==> src/hw/edls_pkg.sv <==
package edls_pkg;

    // Register offsets (byte addresses)
    localparam logic [7:0] RX_LIST_BASE_OFS = 8'h0C;
    localparam logic [7:0] TX_LIST_BASE_OFS = 8'h10;
    localparam logic [7:0] STATUS_OFS = 8'h14;
    localparam logic [7:0] IRQ_MASK_OFS = 8'h1C;
    localparam logic [7:0] CTRL_OFS = 8'h18;

    // Bus width select codes
    localparam logic [1:0] BUS_W32 = 2'h0;
    localparam logic [1:0] BUS_W64 = 2'h1;
    localparam logic [1:0] BUS_W128 = 2'h2;

    // Status field positions
    localparam int TS_FLAG_POS = 29;
    localparam int PM_FLAG_POS = 28;
    localparam int CNT_FLAG_POS = 27;
    localparam int BERR_LSB = 23;
    localparam int TXPS_LSB = 20;
    localparam int RXPS_LSB = 17;
    localparam int FATAL_POS = 13;
    localparam int NIS_POS = 16;
    localparam int AIS_POS = 15;

    // Event bit masks
    localparam logic [16:0] EVT_MASK = 17'h1_FFFF;
    localparam logic [16:0] NORMAL_SET = 17'h0_4045;
    localparam logic [16:0] ABNORMAL_SET = 17'h0_2FBA;

    // Reset values
    localparam logic [31:0] LIST_BASE_RST = 32'h0000_0000;
    localparam logic [16:0] EVT_RST = 17'h0_0000;
    localparam logic [2:0] BERR_RST = 3'h0;

    // Bus error type codes
    localparam logic [2:0] BERR_RX_DATA = 3'h0;
    localparam logic [2:0] BERR_TX_READ = 3'h3;
    localparam logic [2:0] BERR_RX_DWR = 3'h4;
    localparam logic [2:0] BERR_TX_DWR = 3'h5;
    localparam logic [2:0] BERR_RX_DRD = 3'h6;
    localparam logic [2:0] BERR_TX_DRD = 3'h7;

    typedef enum logic [2:0] {
        EDLS_BE_RX_DATA,
        EDLS_BE_TX_READ,
        EDLS_BE_RX_DWR,
        EDLS_BE_TX_DWR,
        EDLS_BE_RX_DRD,
        EDLS_BE_TX_DRD
    } edls_berr_src_t;

    typedef struct packed {
        logic [7:0] addr;
        logic [31:0] wdata;
        logic wr;
        logic rd;
    } edls_bus_req_t;

    typedef struct packed {
        logic ts;
        logic pm;
        logic cnt;
    } edls_sub_evt_t;

endpackage

==> src/hw/edls_list_base.sv <==
`timescale 1ns/1ps
module edls_list_base (
    input wire logic mclk_i,
    input wire logic nrst_i,
    input wire logic [1:0] bus_width_i,
    input wire logic wr_i,
    input wire logic [31:0] wdata_i,
    input wire logic run_i,
    input wire logic [31:0] cur_addr_i,
    output logic [31:0] base_o,
    output logic [31:0] fetch_addr_o,
    output logic load_o
);
    logic [31:0] base_reg;
    logic [31:0] base_next;
    logic fresh_reg;
    logic fresh_next;
    logic run_reg;
    logic [31:0] resume_reg;
    logic [31:0] resume_next;
    logic [31:0] align_mask;
    logic start;

    assign align_mask = (bus_width_i == edls_pkg::BUS_W128) ? 32'hFFFF_FFF0 :
                        (bus_width_i == edls_pkg::BUS_W64) ? 32'hFFFF_FFF8 :
                        32'hFFFF_FFFC;
    assign base_o = base_reg & align_mask;
    assign start = run_i & ~run_reg;
    // Writes only accepted while stopped
    assign base_next = (wr_i && !run_i) ? wdata_i : base_reg;
    assign fresh_next = (wr_i && !run_i) ? 1'b1 : (start ? 1'b0 : fresh_reg);
    // Track current position while running, hold it when stopped
    assign resume_next = run_reg ? cur_addr_i : resume_reg;
    assign load_o = start;
    // New base if rewritten, else resume
    assign fetch_addr_o = fresh_reg ? base_o : resume_reg;

    always_ff @(posedge mclk_i) begin
        if (!nrst_i) begin
            base_reg <= edls_pkg::LIST_BASE_RST;
            fresh_reg <= 1'b1;
            run_reg <= 1'b0;
            resume_reg <= edls_pkg::LIST_BASE_RST;
        end else begin
            base_reg <= base_next;
            fresh_reg <= fresh_next;
            run_reg <= run_i;
            resume_reg <= resume_next;
        end
    end
endmodule // edls_list_base

==> src/hw/edls_status.sv <==
`timescale 1ns/1ps
module edls_status (
    input wire logic mclk_i,
    input wire logic nrst_i,
    input wire logic [16:0] evt_set_i,
    input wire logic [16:0] w1c_i,
    input wire logic [16:0] mask_i,
    output logic [16:0] evt_o,
    output logic irq_o
);
    logic [16:0] evt_reg;
    logic [16:0] evt_next;
    logic [16:0] raw;
    logic [16:0] live;
    logic nis;
    logic ais;

    // Set wins over clear, summaries derived from enabled sources
    assign raw = (evt_reg & ~w1c_i) | evt_set_i;
    assign nis = |(raw & mask_i & edls_pkg::NORMAL_SET);
    assign ais = |(raw & mask_i & edls_pkg::ABNORMAL_SET);
    always_comb begin
        evt_next = raw;
        evt_next[edls_pkg::NIS_POS] = raw[edls_pkg::NIS_POS] | nis;
        evt_next[edls_pkg::AIS_POS] = raw[edls_pkg::AIS_POS] | ais;
    end
    assign live = evt_reg & mask_i;
    assign irq_o = |live;
    assign evt_o = evt_reg;

    always_ff @(posedge mclk_i) begin
        if (!nrst_i) begin
            evt_reg <= edls_pkg::EVT_RST;
        end else begin
            evt_reg <= evt_next & edls_pkg::EVT_MASK;
        end
    end
endmodule // edls_status

==> src/hw/edls_top.sv <==
// Added by the designer: the strobed register port and the placing of the registers.
`timescale 1ns/1ps
module edls_top (
    input wire logic mclk_i,
    input wire logic nrst_i,
    input wire logic [7:0] addr_i,
    input wire logic [31:0] wdata_i,
    input wire logic wr_i,
    input wire logic rd_i,
    output logic [31:0] rdata_o,
    output logic irq_o,
    input wire logic [1:0] bus_width_i,
    input wire logic ts_enable_i,
    input wire logic pm_enable_i,
    input wire logic cnt_enable_i,
    input wire logic rx_start_bit_i,
    input wire logic tx_start_bit_i,
    input wire logic [31:0] rx_cur_addr_i,
    input wire logic [31:0] tx_cur_addr_i,
    input wire logic [16:0] evt_set_i,
    input wire logic berr_valid_i,
    input wire logic [2:0] berr_src_i,
    input wire logic timestamp_event_i,
    input wire logic power_mgmt_event_i,
    input wire logic counter_event_i,
    input wire logic [2:0] tx_process_state_i,
    input wire logic [2:0] rx_process_state_i,
    output logic [31:0] rx_fetch_addr_o,
    output logic rx_fetch_load_o,
    output logic [31:0] tx_fetch_addr_o,
    output logic tx_fetch_load_o
);
    edls_pkg::edls_bus_req_t req;
    edls_pkg::edls_sub_evt_t sub;
    logic [31:0] rx_list_start_address;
    logic [31:0] tx_list_start_address;
    logic [16:0] evt;
    logic [16:0] mask_reg;
    logic [16:0] mask_next;
    logic [2:0] bus_error_type_reg;
    logic [2:0] bus_error_type_next;
    logic [2:0] berr_code;
    logic [31:0] status_word;
    logic [31:0] rdata_reg;
    logic [31:0] rdata_next;
    logic [31:0] rd_mux;
    logic [16:0] w1c;
    logic [16:0] evt_set_all;
    logic sel_rx;
    logic sel_tx;
    logic sel_sts;
    logic sel_mask;
    logic sel_ctrl;
    logic irq_evt;
    logic rx_run;
    logic tx_run;
    logic [2:0] ts_sync_reg;
    logic [2:0] ts_meta_reg;

    function automatic logic [2:0] berr_encode(
        input logic [2:0] src
    );
        case (src)
            edls_pkg::EDLS_BE_RX_DATA: berr_encode = edls_pkg::BERR_RX_DATA;
            edls_pkg::EDLS_BE_TX_READ: berr_encode = edls_pkg::BERR_TX_READ;
            edls_pkg::EDLS_BE_RX_DWR: berr_encode = edls_pkg::BERR_RX_DWR;
            edls_pkg::EDLS_BE_TX_DWR: berr_encode = edls_pkg::BERR_TX_DWR;
            edls_pkg::EDLS_BE_RX_DRD: berr_encode = edls_pkg::BERR_RX_DRD;
            edls_pkg::EDLS_BE_TX_DRD: berr_encode = edls_pkg::BERR_TX_DRD;
            default: berr_encode = edls_pkg::BERR_RX_DATA;
        endcase
    endfunction

    assign req.addr = addr_i;
    assign req.wdata = wdata_i;
    assign req.wr = wr_i;
    assign req.rd = rd_i;

    assign sel_rx = req.addr == edls_pkg::RX_LIST_BASE_OFS;
    assign sel_tx = req.addr == edls_pkg::TX_LIST_BASE_OFS;
    assign sel_sts = req.addr == edls_pkg::STATUS_OFS;
    assign sel_mask = req.addr == edls_pkg::IRQ_MASK_OFS;
    assign sel_ctrl = req.addr == edls_pkg::CTRL_OFS;

    assign rx_run = rx_start_bit_i;
    assign tx_run = tx_start_bit_i;

    edls_list_base u_rx_base (
        .mclk_i(mclk_i),
        .nrst_i(nrst_i),
        .bus_width_i(bus_width_i),
        .wr_i(req.wr & sel_rx),
        .wdata_i(req.wdata),
        .run_i(rx_run),
        .cur_addr_i(rx_cur_addr_i),
        .base_o(rx_list_start_address),
        .fetch_addr_o(rx_fetch_addr_o),
        .load_o(rx_fetch_load_o)
    );

    edls_list_base u_tx_base (
        .mclk_i(mclk_i),
        .nrst_i(nrst_i),
        .bus_width_i(bus_width_i),
        .wr_i(req.wr & sel_tx),
        .wdata_i(req.wdata),
        .run_i(tx_run),
        .cur_addr_i(tx_cur_addr_i),
        .base_o(tx_list_start_address),
        .fetch_addr_o(tx_fetch_addr_o),
        .load_o(tx_fetch_load_o)
    );

    // Write-one-to-clear; reads never clear
    assign w1c = (req.wr && sel_sts) ? req.wdata[16:0] : 17'h0_0000;
    // Bus error always raises the fatal flag
    assign evt_set_all = evt_set_i |
        (17'(berr_valid_i) << edls_pkg::FATAL_POS);

    edls_status u_status (
        .mclk_i(mclk_i),
        .nrst_i(nrst_i),
        .evt_set_i(evt_set_all),
        .w1c_i(w1c),
        .mask_i(mask_reg),
        .evt_o(evt),
        .irq_o(irq_evt)
    );

    assign mask_next = (req.wr && sel_mask) ? req.wdata[16:0] : mask_reg;
    assign berr_code = berr_encode(berr_src_i);
    // Latched on error; no interrupt of its own
    assign bus_error_type_next = berr_valid_i ? berr_code :
                                 bus_error_type_reg;

    // Sub-block flags are levels from outside, synchronised
    assign sub.ts = ts_sync_reg[0] & ts_enable_i;
    assign sub.pm = ts_sync_reg[1] & pm_enable_i;
    assign sub.cnt = ts_sync_reg[2] & cnt_enable_i;

    always_comb begin
        status_word = 32'h0000_0000;
        status_word[16:0] = evt;
        status_word[edls_pkg::TS_FLAG_POS] = sub.ts;
        status_word[edls_pkg::PM_FLAG_POS] = sub.pm;
        status_word[edls_pkg::CNT_FLAG_POS] = sub.cnt;
        status_word[edls_pkg::BERR_LSB +: 3] = bus_error_type_reg;
        status_word[edls_pkg::TXPS_LSB +: 3] = tx_process_state_i;
        status_word[edls_pkg::RXPS_LSB +: 3] = rx_process_state_i;
    end

    assign rd_mux = sel_rx ? rx_list_start_address :
                    sel_tx ? tx_list_start_address :
                    sel_sts ? status_word :
                    sel_mask ? {15'h0000, mask_reg} :
                    sel_ctrl ? {30'h0000_0000, bus_width_i} :
                    32'h0000_0000;
    assign rdata_next = req.rd ? rd_mux : 32'h0000_0000;
    assign rdata_o = rdata_reg;
    // Sub-block flags reach the line without mask
    assign irq_o = irq_evt | sub.ts | sub.pm | sub.cnt;

    always_ff @(posedge mclk_i) begin
        if (!nrst_i) begin
            mask_reg <= edls_pkg::EVT_RST;
            bus_error_type_reg <= edls_pkg::BERR_RST;
            rdata_reg <= 32'h0000_0000;
            ts_meta_reg <= 3'h0;
            ts_sync_reg <= 3'h0;
        end else begin
            mask_reg <= mask_next;
            bus_error_type_reg <= bus_error_type_next;
            rdata_reg <= rdata_next;
            ts_meta_reg <= {counter_event_i, power_mgmt_event_i,
                            timestamp_event_i};
            ts_sync_reg <= ts_meta_reg;
        end
    end
endmodule // edls_top

==> config.mk <==
export PLATFORM = sky130hd
export DESIGN_NAME = edls_top
export DESIGN_NICKNAME = d
export VERILOG_FILES = /design/src/hw/edls_pkg.sv /design/src/hw/edls_list_base.sv /design/src/hw/edls_status.sv /design/src/hw/edls_top.sv
export SDC_FILE = /design/constraint.sdc
export NUM_CORES = 1
export LEC_CHECK = 0
export BUFFER_PORTS_ARGS = -buffer_cell sky130_fd_sc_hd__buf_2
export CAP_MARGIN = 25
export CORE_MARGIN = 5
export CORE_UTILIZATION = 45
export DETAILED_ROUTE_END_ITERATION = 7
export PLACE_DENSITY = 0.78
export SYNTH_ARGS = -nofsm -noshare
export SYNTH_HDL_FRONTEND = slang
export SYNTH_HIERARCHICAL = 1
export SYNTH_SLANG_ARGS = --single-unit
==> constraint.sdc <==
create_clock -name mclk_i -period 2 [get_ports mclk_i]
set_input_delay 0.3 -clock mclk_i [delete_from_list [all_inputs] [get_ports mclk_i]]
set_output_delay 0.3 -clock mclk_i [all_outputs]
set_load 0.03 [all_outputs]
=== After elaboration in Yosys (flattened, before gate mapping) ===
Index checks and enable logic that the tools add are counted.
Widths: inputs -> output; s select.

* Flip-flop bits (word level): 207
* Bits of input ports: 145
* Output and inout bits: 99
* Logic and storage cells: 72

* Equality and inequality tests: 12
* Muxes and demuxes: 11
* Bitwise gates (word level): 23
* Reductions and logical operators: 12

{| class="wikitable"
|+ Operators with widths
! operator !! number
|-
| $mux 32 || 5
|-
| $and 32x32->32 || 2
|-
| $and 17x17->17 || 2
|-
| $mux 17 || 2
|-
| $eq 8x5->1 const B || 4
|-
| $mux 30 || 1
|-
| $not 17->17 || 1
|-
| $or 17x14->17 || 1
|-
| $or 17x17->17 || 1
|-
| $reduce_or 17->1 || 1
|-
| $and 15x15->15 || 1
|-
| $pmux 3 s5 || 1
|-
| $reduce_or 10->1 || 1
|-
| $eq 8x4->1 const B || 1
|-
| $and 1x1->1 || 7
|-
| $eq 3x2->1 const B || 2
|-
| $eq 3x3->1 const B || 2
|-
| $or 1x1->1 || 5
|-
| $logic_and 1x1->1 || 4
|-
| $reduce_or 2->1 || 2
|-
| $reduce_or 4->1 || 1
|-
| $eq 3x1->1 const B || 1
|-
| $mux 3 || 1
|-
| $not 1->1 || 3
|-
| 5 further kinds || 6
|}

=== Logic depth before layout (Yosys ltp) ===
Gate-level depths: netlist of the first run.

* Word-level depth: 9
* Depth in mapped cells: 9
* Gate-level depth less buffers: 7

=== Hierarchy ===
Netlist of the first run, hierarchy kept.

{| class="wikitable"
|+ Modules (own cells, without submodules)
! module !! times used !! cells each !! area each (um^2) !! seq. area each (um^2)
|-
| edls_list_base || 2 || 312 || 3229.3 || 1281.2
|-
| edls_top || 1 || 318 || 2847.7 || 1161.1
|-
| edls_status || 1 || 85 || 785.8 || 340.3
|}

=== Worst setup path after synthesis of the first run ===
No wires, ideal clock.

* Path type: input port to flip-flop
* Start: input port addr_i[1]
* End: register u_status.evt_reg[15], in the netlist u_status/evt_o[15]
* Library setup time: 0.120 ns
* Data arrival time: 1.801 ns
* Data required time: 1.880 ns
* Setup slack: 0.079 ns
* Stages: 8
* Path buffers: 1
* Cell sequence: nor4_1 -> and4_1 -> clkbuf_1 -> and2_1 -> nor2b_1 -> o21ai_1 -> nand4_1 -> o31a_1

* Longest elaborated chain between the ends: 9

{| class="wikitable"
|+ RTL lines
! element !! RTL line !! RTL
|-
| from (decl) || edls_top.sv:6 || <nowiki>input wire logic [7:0] addr_i,</nowiki>
|-
| $eq 8x5->1 || edls_top.sv:81 || <nowiki>assign sel_sts = req.addr == edls_pkg::STATUS_OFS;</nowiki>
|-
| $logic_and 1x1->1 || edls_top.sv:115 || <nowiki>assign w1c = (req.wr && sel_sts) ? req.wdata[16:0] : 17'h0_0000;</nowiki>
|-
| $mux 17 || edls_top.sv:115 ||
|-
| named net w1c[11] || edls_top.sv:47 || <nowiki>logic [16:0] w1c;</nowiki>
|-
| $not 17->17 || edls_status.sv:19 || <nowiki>assign raw = (evt_reg & ~w1c_i) | evt_set_i;</nowiki>
|-
| $and 17x17->17 || edls_status.sv:19 ||
|-
| $or 17x17->17 || edls_status.sv:19 ||
|-
| $and 15x15->15 || -- ||
|-
| $reduce_or 10->1 || edls_status.sv:21 || <nowiki>assign ais = |(raw & mask_i & edls_pkg::ABNORMAL_SET);</nowiki>
|-
| $or 1x1->1 || edls_status.sv:25 || <nowiki>evt_next[edls_pkg::AIS_POS] = raw[edls_pkg::AIS_POS] | ais;</nowiki>
|-
| to (signal assigned) || edls_status.sv:33 || <nowiki>evt_reg <= edls_pkg::EVT_RST;</nowiki>
|-
| to (signal assigned) || edls_status.sv:35 || <nowiki>evt_reg <= evt_next & edls_pkg::EVT_MASK;</nowiki>
|-
| to (decl) || edls_status.sv:11 || <nowiki>logic [16:0] evt_reg;</nowiki>
|}

The timed path passes the listed nets, and every way through them passes these cells.
A chain may end at the register's enable or synchronous reset.

=== Final worst setup path of the first run ===
* Start: register mask_reg[0]
* End: output port irq_o

* Longest elaborated chain between the ends: 5

{| class="wikitable"
|+ RTL lines
! element !! RTL line !! RTL
|-
| from (decl) || edls_top.sv:38 || <nowiki>logic [16:0] mask_reg;</nowiki>
|-
| from (signal assigned) || edls_top.sv:165 || <nowiki>mask_reg <= edls_pkg::EVT_RST;</nowiki>
|-
| from (signal assigned) || edls_top.sv:171 || <nowiki>mask_reg <= mask_next;</nowiki>
|-
| $and 17x17->17 || edls_status.sv:27 || <nowiki>assign live = evt_reg & mask_i;</nowiki>
|-
| $reduce_or 17->1 || edls_status.sv:28 || <nowiki>assign irq_o = |live;</nowiki>
|-
| named net irq_evt || edls_top.sv:54 || <nowiki>logic irq_evt;</nowiki>
|-
| $or 1x1->1 (3 in series) || edls_top.sv:161 || <nowiki>assign irq_o = irq_evt | sub.ts | sub.pm | sub.cnt;</nowiki>
|-
| to (decl) || edls_top.sv:11 || <nowiki>output logic irq_o,</nowiki>
|}

The timed path passes the listed nets, and every way through them passes these cells.

==> results.md, run 1 <==
* Post-DP HPWL at 21.0 mm
* Drt first pass iters at 7
* Share of layout cells above drive strength 1 at 34.2%
* Synth warn at 6
* Layout area overhead at 19.5%
* Synth top area share at 40.3%
* Chip height at 160 microns
* Max-slew headroom at 63.5%
* PortBufs at 243
* TritonCTS clock tree: done
* Post-route cell area at 0.0121 sq mm
* Final worst slack at -0.315 ns
* DR iter-0 viols at 481
* Synth Instances at 1027
* CTS sink cnt at 203
* Path depth of the worst reg2reg path at 3
* Critical Path Fanout Max at 2
* Clk root buf: clkbuf_16
* Overflow after GRT at 0
* Data required time of the worst path at 1.70 ns
* Final clock skew at 0.00705 ns
* Number of synthesized flops with an enable pin at 0
* Ranking of synthesized cells by area: dfxtp_1 (40%), mux2i_1 (15%), nor2b_1 (6.6%), nand2_1 (6.5%), mux2_2 (6.1%)
* Primary FF master, synth: dfxtp_1
* Clk buf depth at 3
* Sequential area share after synthesis at 40.3%
* Synth area leader: dfxtp_1
* Status: complete, but fails checks
* Via density at 5.16
* Die Area at 0.0255 sq mm
* R2R Setup Slk at 0.67 ns
* Final wirelength at 28.6 mm
* Path category of the worst min-delay check: primary input to register
* Starting density of the core at 46.0%
* Final Hold Viols at 0
* Core box area at 0.0220 sq mm
* DP Area at 0.0111 sq mm
* CP arrival at 2.01 ns
* Nets at 1367
* Power Total at 9.50 mW
* Number of nets with antenna violations after routing at 0
* H-Tree Level Count at 1
* Post-Syn Area at 0.0101 sq mm
* Clock Pin Slew Worst Setup and Hold Paths at 0.06 ns
* Leakage at 5.37 nW
* RSZ-0062 raised after global routing: true
* CTS Buf Count at 24
* Pin count of the biggest net entering global routing at 96
* WS Path Type: register to primary output
* Crit end category: primary output
* Final setup vio count at 1
* Worst vdd ir at 0.663 mV
* PwrDens at 788 mW/mm^2
* Tmin final at 2.31 ns
* Std cell rows at 54
* # DRC at 0
* Gp weighted congestion at 0.884
* Initial antenna violation count at 8
* Fin. max-slew vios at 0
* Clock Latency Late Sink at 0.51 ns
* Wire per inst at 18.8 microns
* Vias in the first global route at 7977
* Max-cap violation count at 0
* #FFs+latches synth at 203
* Commonest cells after routing, fill and taps aside: buf_2 (241), dfxtp_1 (198), nand2_1 (174), mux2i_1 (156), nor2b_1 (105)
* Die Width at 160 microns
* Period Utilization, post-route at 116%
* Fraction of registers with async set/reset at 0%
* Routed via count at 7833
* Worst-Margin Slew at 0.547 ns
* CP Launch Type: register
* Failing checks: negative setup slack
* Commonest non-fill, non-tap cell in the layout: buf_2
* IO Count at 244
* First-pass GRT wire length at 43.8 mm
* Fmax at 432 MHz
* Syn avg cell area at 9.83 sq um
* Synth unique cells at 52
* Gr usage total at 21.3%
* Worst Hold Path Cells at 2
-- final cells by class --
class | instances | area, sq um
Antenna cell | 4 | 10.0
Clock buffer | 34 | 709
Clock inverter | 7 | 62.6
Fill cell | 1961 | 9900
Inverter | 5 | 18.8
Multi-Input combinational cell | 689 | 5020
Sequential cell | 203 | 4070
Tap cell | 280 | 350
Timing Repair Buffer | 296 | 1810
-- stage by stage --
step / instances / utilization, % / setup slack, ns / hold slack (ns) / TNS (ns)
after floorplan: 1029 / - / 0.0788 / 0.390 / 0
after global placement: 1463 / 50.7 / -0.262 / 0.414 / -4.79
after detailed placement: 1463 / 50.7 / -0.254 / 0.424 / -4.30
after CTS: 1513 / 54.7 / -0.307 / 0.00564 / -0.307
after global routing: 1517 / 54.9 / -0.366 / 0.0281 / -0.366
final: 1518 / 54.9 / -0.315 / 0.0334 / -0.315
-- cells by family (layout without fill, tap and decap cells) --
group,after synthesis,count (layout),synth area share (%)
AND/OR/NAND/NOR,351,351,17.4
buffers and inverters,137,342,10.4
other,2,8,0.0744
flip-flops,203,203,40.3
multiplexers,227,227,24.0
AO/OA/AOI/OAI,104,104,7.54
adder cells (fa/ha/maj),3,3,0.372
-- path summary, 6_finish.rpt --
kind | startpoint | end
worst max-delay path | mask_reg[0] | irq_o
worst min-delay path | evt_set_i[7] | u_status/evt_o[7]
worst max register to register | u_tx_base/run_reg | u_tx_base/resume_reg[5]
worst min register to register | ts_meta_reg[1] | ts_sync_reg[1]
-- repair_timing --
action | in CTS | in global routing
hold buffers | 6 | 0
setup buffers | 3 | 0
setup endpoints to repair | 25 | 15
gates resized for setup | 8 | 2
gates cloned | 0 | 1
pin swaps | 1 | 1
endpoints found under the hold margin | 6 | 0
-- Yosys cell counts (2+ instances only) --
| cell type | instances |
|---|---|
| nor2_1 | 10 |
| a21oi_2 | 5 |
| dfxtp_1 | 203 |
| a31oi_1 | 2 |
| buf_4 | 63 |
| mux2i_1 | 156 |
| mux2_4 | 16 |
| nand2b_1 | 2 |
| o21a_1 | 16 |
| and3_1 | 6 |
| clkbuf_1 | 25 |
| buf_8 | 6 |
| ha_1 | 3 |
| o22ai_1 | 15 |
| a2bb2oi_1 | 2 |
| mux2_2 | 55 |
| nand3_1 | 7 |
| a211oi_1 | 3 |
| nor2b_1 | 107 |
| nor2b_2 | 2 |
| inv_1 | 5 |
| o21ai_0 | 7 |
| a22oi_1 | 12 |
| conb_1 | 2 |
| a21oi_1 | 8 |
| nand2_1 | 175 |
| or2b_1 | 2 |
| and2_1 | 27 |
| o211a_1 | 16 |
| buf_2 | 9 |
| o21ai_1 | 10 |
| nand4_1 | 2 |
| buf_6 | 29 |
-- critical path, cell delays in order, from the launching register on --
cell	delay (ns)
dfxtp_2	0.32
a22o_1	0.23
a221oi_2	0.20
and3_1	0.21
nand3_2	0.13
a21oi_2	0.18
nand2_2	0.09
buf_6	0.15
-- report_power, final --
part	total (mW)	switching (mW)	leakage, nW	internal (mW)
Sequential	4.23	0.0780	1.65	4.15
Clock	4.27	1.69	0.383	2.58
Combinational	1.01	0.534	3.34	0.473
-- metal layers --
metal  vias up  track usage (%)  share of wire (%)
met2       278             38.0                 50
met1      3694             24.8                 39
met3        49             6.49                8.4
met4        10             5.56                2.5
li1       3802                -                  -
met5         -                0               0.19
Power figures use the tool's default switching activity.
==> run 2, diff against run 1 <==
--- a/config.mk
+++ b/config.mk
@@ -7,6 +7,7 @@
 export LEC_CHECK = 0
 export BUFFER_PORTS_ARGS = -buffer_cell sky130_fd_sc_hd__buf_2
 export CAP_MARGIN = 25
+export CORE_ASPECT_RATIO = 1.5
 export CORE_MARGIN = 5
 export CORE_UTILIZATION = 45
 export DETAILED_ROUTE_END_ITERATION = 7
==> run 2 against run 1 <==
Compared with the run above: the flow still finishes with violations (negative setup slack); sequential share of layout area increased by 0.17 points; non-clock buffer count down 2; routed wire length grew 3.2%; sequential power is essentially flat; die area up 0.24%; clock skew grew 0.0072 ns; largest cell class unchanged; hold slack got worse by 0.0058 ns; final cell count down 0.72%; count of clock-buffer cells in the layout down 3; maximum frequency is 2.8% higher; clock power shrank 1%; setup slack improved by 0.063 ns; largest power group is now sequential cells.
==> results.md, run 2 (same netlist as run 1, synthesis figures left out) <==
* Reg-to-Reg Start: u_tx_base/run_reg
* TritonCTS clock tree: done
* Crit path launch: mask_reg[5]
* Worst r2r dst: u_tx_base/resume_reg[4]
* Status: complete, but fails checks
* First-pass GRT wire length at 44.8 mm (+2.4%)
* # fillers at 1999 (+1.9%)
* Fin. max-slew vios at 0 (unchanged)
* Power Total at 9.45 mW (-0.52%)
* Fmax at 444 MHz (+2.8%)
* Share of layout cells above drive strength 1 at 34.2% (about the same)
* Commonest cells after routing, fill and taps aside: buf_2 (241), dfxtp_1 (197), nand2_1 (175), mux2i_1 (156), nor2b_1 (105)
* CTS Buf Count at 22 (-8.3%)
* Worst path bufs/invs at 1 (unchanged)
* # DRC at 0 (unchanged)
* Worst vdd ir at 0.675 mV (+1.8%)
* Starting density of the core at 45.4% (-0.53 points)
* Stages on worst setup path at 5 (-2)
* Path depth of the worst reg2reg path at 3 (unchanged)
* Final Hold Viols at 0 (unchanged)
* Period Utilization, post-route at 113% (-3.1 points)
* Critical Path Fanout Max at 4 (+2)
* H-Tree Level Count at 1 (unchanged)
* Worst-Margin Slew at 0.651 ns (+0.104 ns)
* Crit end category: primary output
* Routed via count at 7779 (-0.69%)
* Std cell rows at 67 (+24%)
* Failing checks: negative setup slack
* Gr usage total at 21.8% (+0.53 points)
* CP top delay family: compound AO/OA/AOI/OAI gates
* Commonest non-fill, non-tap cell in the layout: buf_2
* Clk root buf: clkbuf_16
* CTS sink cnt at 203 (unchanged)
* CP max stage delay at 0.53 ns (+0.21 ns)
* Nets at 1363 (-0.29%)
* Util after Layout at 54.0% (-0.93 points)
* Core box area at 0.0222 sq mm (+1.2%)
* Max-slew headroom at 56.5% (-6.9 points)
* Layout area overhead at 18.8%
* Wire per inst at 19.6 microns (+3.9%)
* Data required time of the worst path at 1.70 ns (about the same)
* Vias in the first global route at 8217 (+3.0%)
* Chip height at 193 microns (+21%)
* Post-route cell area at 0.0120 sq mm (-0.54%)
* PwrDens at 788 mW/mm^2 (about the same)
* Die Width at 132 microns (-17%)
* Clock Latency Late Sink at 0.51 ns (about the same)
* WS Path Type: register to primary output
* Drt first pass iters at 5 (-2)
* Overflow after GRT at 0 (unchanged)
* Multi-input gate area at 0.00502 sq mm (about the same)
* Max-cap violation count at 0 (unchanged)
* CP Launch Type: register
* Via density at 5.16 (about the same)
* DP Area at 0.0111 sq mm (-0.35%)
* IO Count at 244 (unchanged)
* Die Area at 0.0256 sq mm (+0.24%)
* Post-DP HPWL at 22.0 mm (+4.5%)
* CP arrival at 1.95 ns (-0.06 ns)
* Final clock skew at 0.0143 ns (+0.00722 ns)
* Tmin final at 2.25 ns (-0.0626 ns)
* R2R Setup Slk at 0.71 ns (+0.04 ns)
* Gp weighted congestion at 0.938 (+6.1%)
* Pin count of the biggest net entering global routing at 76 (-21%)
* Final wirelength at 29.5 mm (+3.2%)
* PortBufs at 243 (unchanged)
* DR iter-0 viols at 395 (-18%)
* Crit path capture: irq_o
* Clk buf depth at 3 (unchanged)
* Worst path cell trace: a222oi_1 > nand3_2 > a21oi_2 > nand2_1 > buf_6
* Clock Pin Slew Worst Setup and Hold Paths at 0.06 ns (about the same)
* Storage cell area at 0.00407 sq mm (about the same)
* Leakage at 5.35 nW (-0.34%)
* Number of nets with antenna violations after routing at 0 (unchanged)
* Path category of the worst min-delay check: primary input to register
* # diodes at 0 (-4)
* Final setup vio count at 1 (unchanged)
* Slowest cell on crit path: a222oi_1
* Initial antenna violation count at 4 (-4)
* RSZ-0062 raised after global routing: true
* Final worst slack at -0.252 ns (+0.0626 ns)
[run 2: layer usage]
layer	wire [microns]	global-route usage [%]	vias up
met5	61	0	-
met4	1210	9.17	8
met3	1310	3.20	79
met2	16500	43.1	219
met1	10400	22.3	3678
li1	-	-	3795
[run 2: per-stage QoR]
stage | setup slack, ns | hold WS [ns] | instances | TNS [ns]
after floorplan | 0.0788 | 0.390 | 1029 | 0
after global placement | -0.263 | 0.419 | 1458 | -7.11
after detailed placement | -0.255 | 0.418 | 1458 | -5.88
after CTS | -0.250 | 0.000796 | 1505 | -0.250
after global routing | -0.331 | 0.0236 | 1507 | -0.331
final | -0.252 | 0.0276 | 1507 | -0.252
[run 2: final cells by class]
class,instances,area share [%]
inverters,5,0.156
flip-flops and latches,203,33.9
clock buffers,31,5.37
repair buffers,294,14.9
well taps,276,2.88
clock inverters,9,0.918
multi-input cells,689,41.8
[run 2: power breakdown]
part	internal [mW]	switching [mW]
Combinational	0.477	0.539
Clock	2.51	1.70
Sequential	4.15	0.0710
[run 2: worst min path at each step]
stage,startpoint,endpoint,slack (ns),depth (start not counted)
5_1_grt,evt_set_i[0],u_status/evt_o[0],0.02,2
4_1_cts,evt_set_i[0],u_status/evt_o[0],0.0008,2
6_report,evt_set_i[0],u_status/evt_o[0],0.03,2
3_5_place_dp,ts_meta_reg[2],ts_sync_reg[2],0.42,1
2_1_floorplan,berr_valid_i,bus_error_type_reg[1],0.39,1
3_3_place_gp,ts_meta_reg[0],ts_sync_reg[0],0.42,1
[run 2: repair_timing]
item / 4_1_cts / 5_1_grt
buffers inserted: 2 / 0
cloned: 0 / 2
setup endpoints to repair: 1 / 15
pin swaps: 2 / 1
resized for setup: 7 / 2
hold endpoints to repair: 5 / 0
hold buffers: 5 / 0
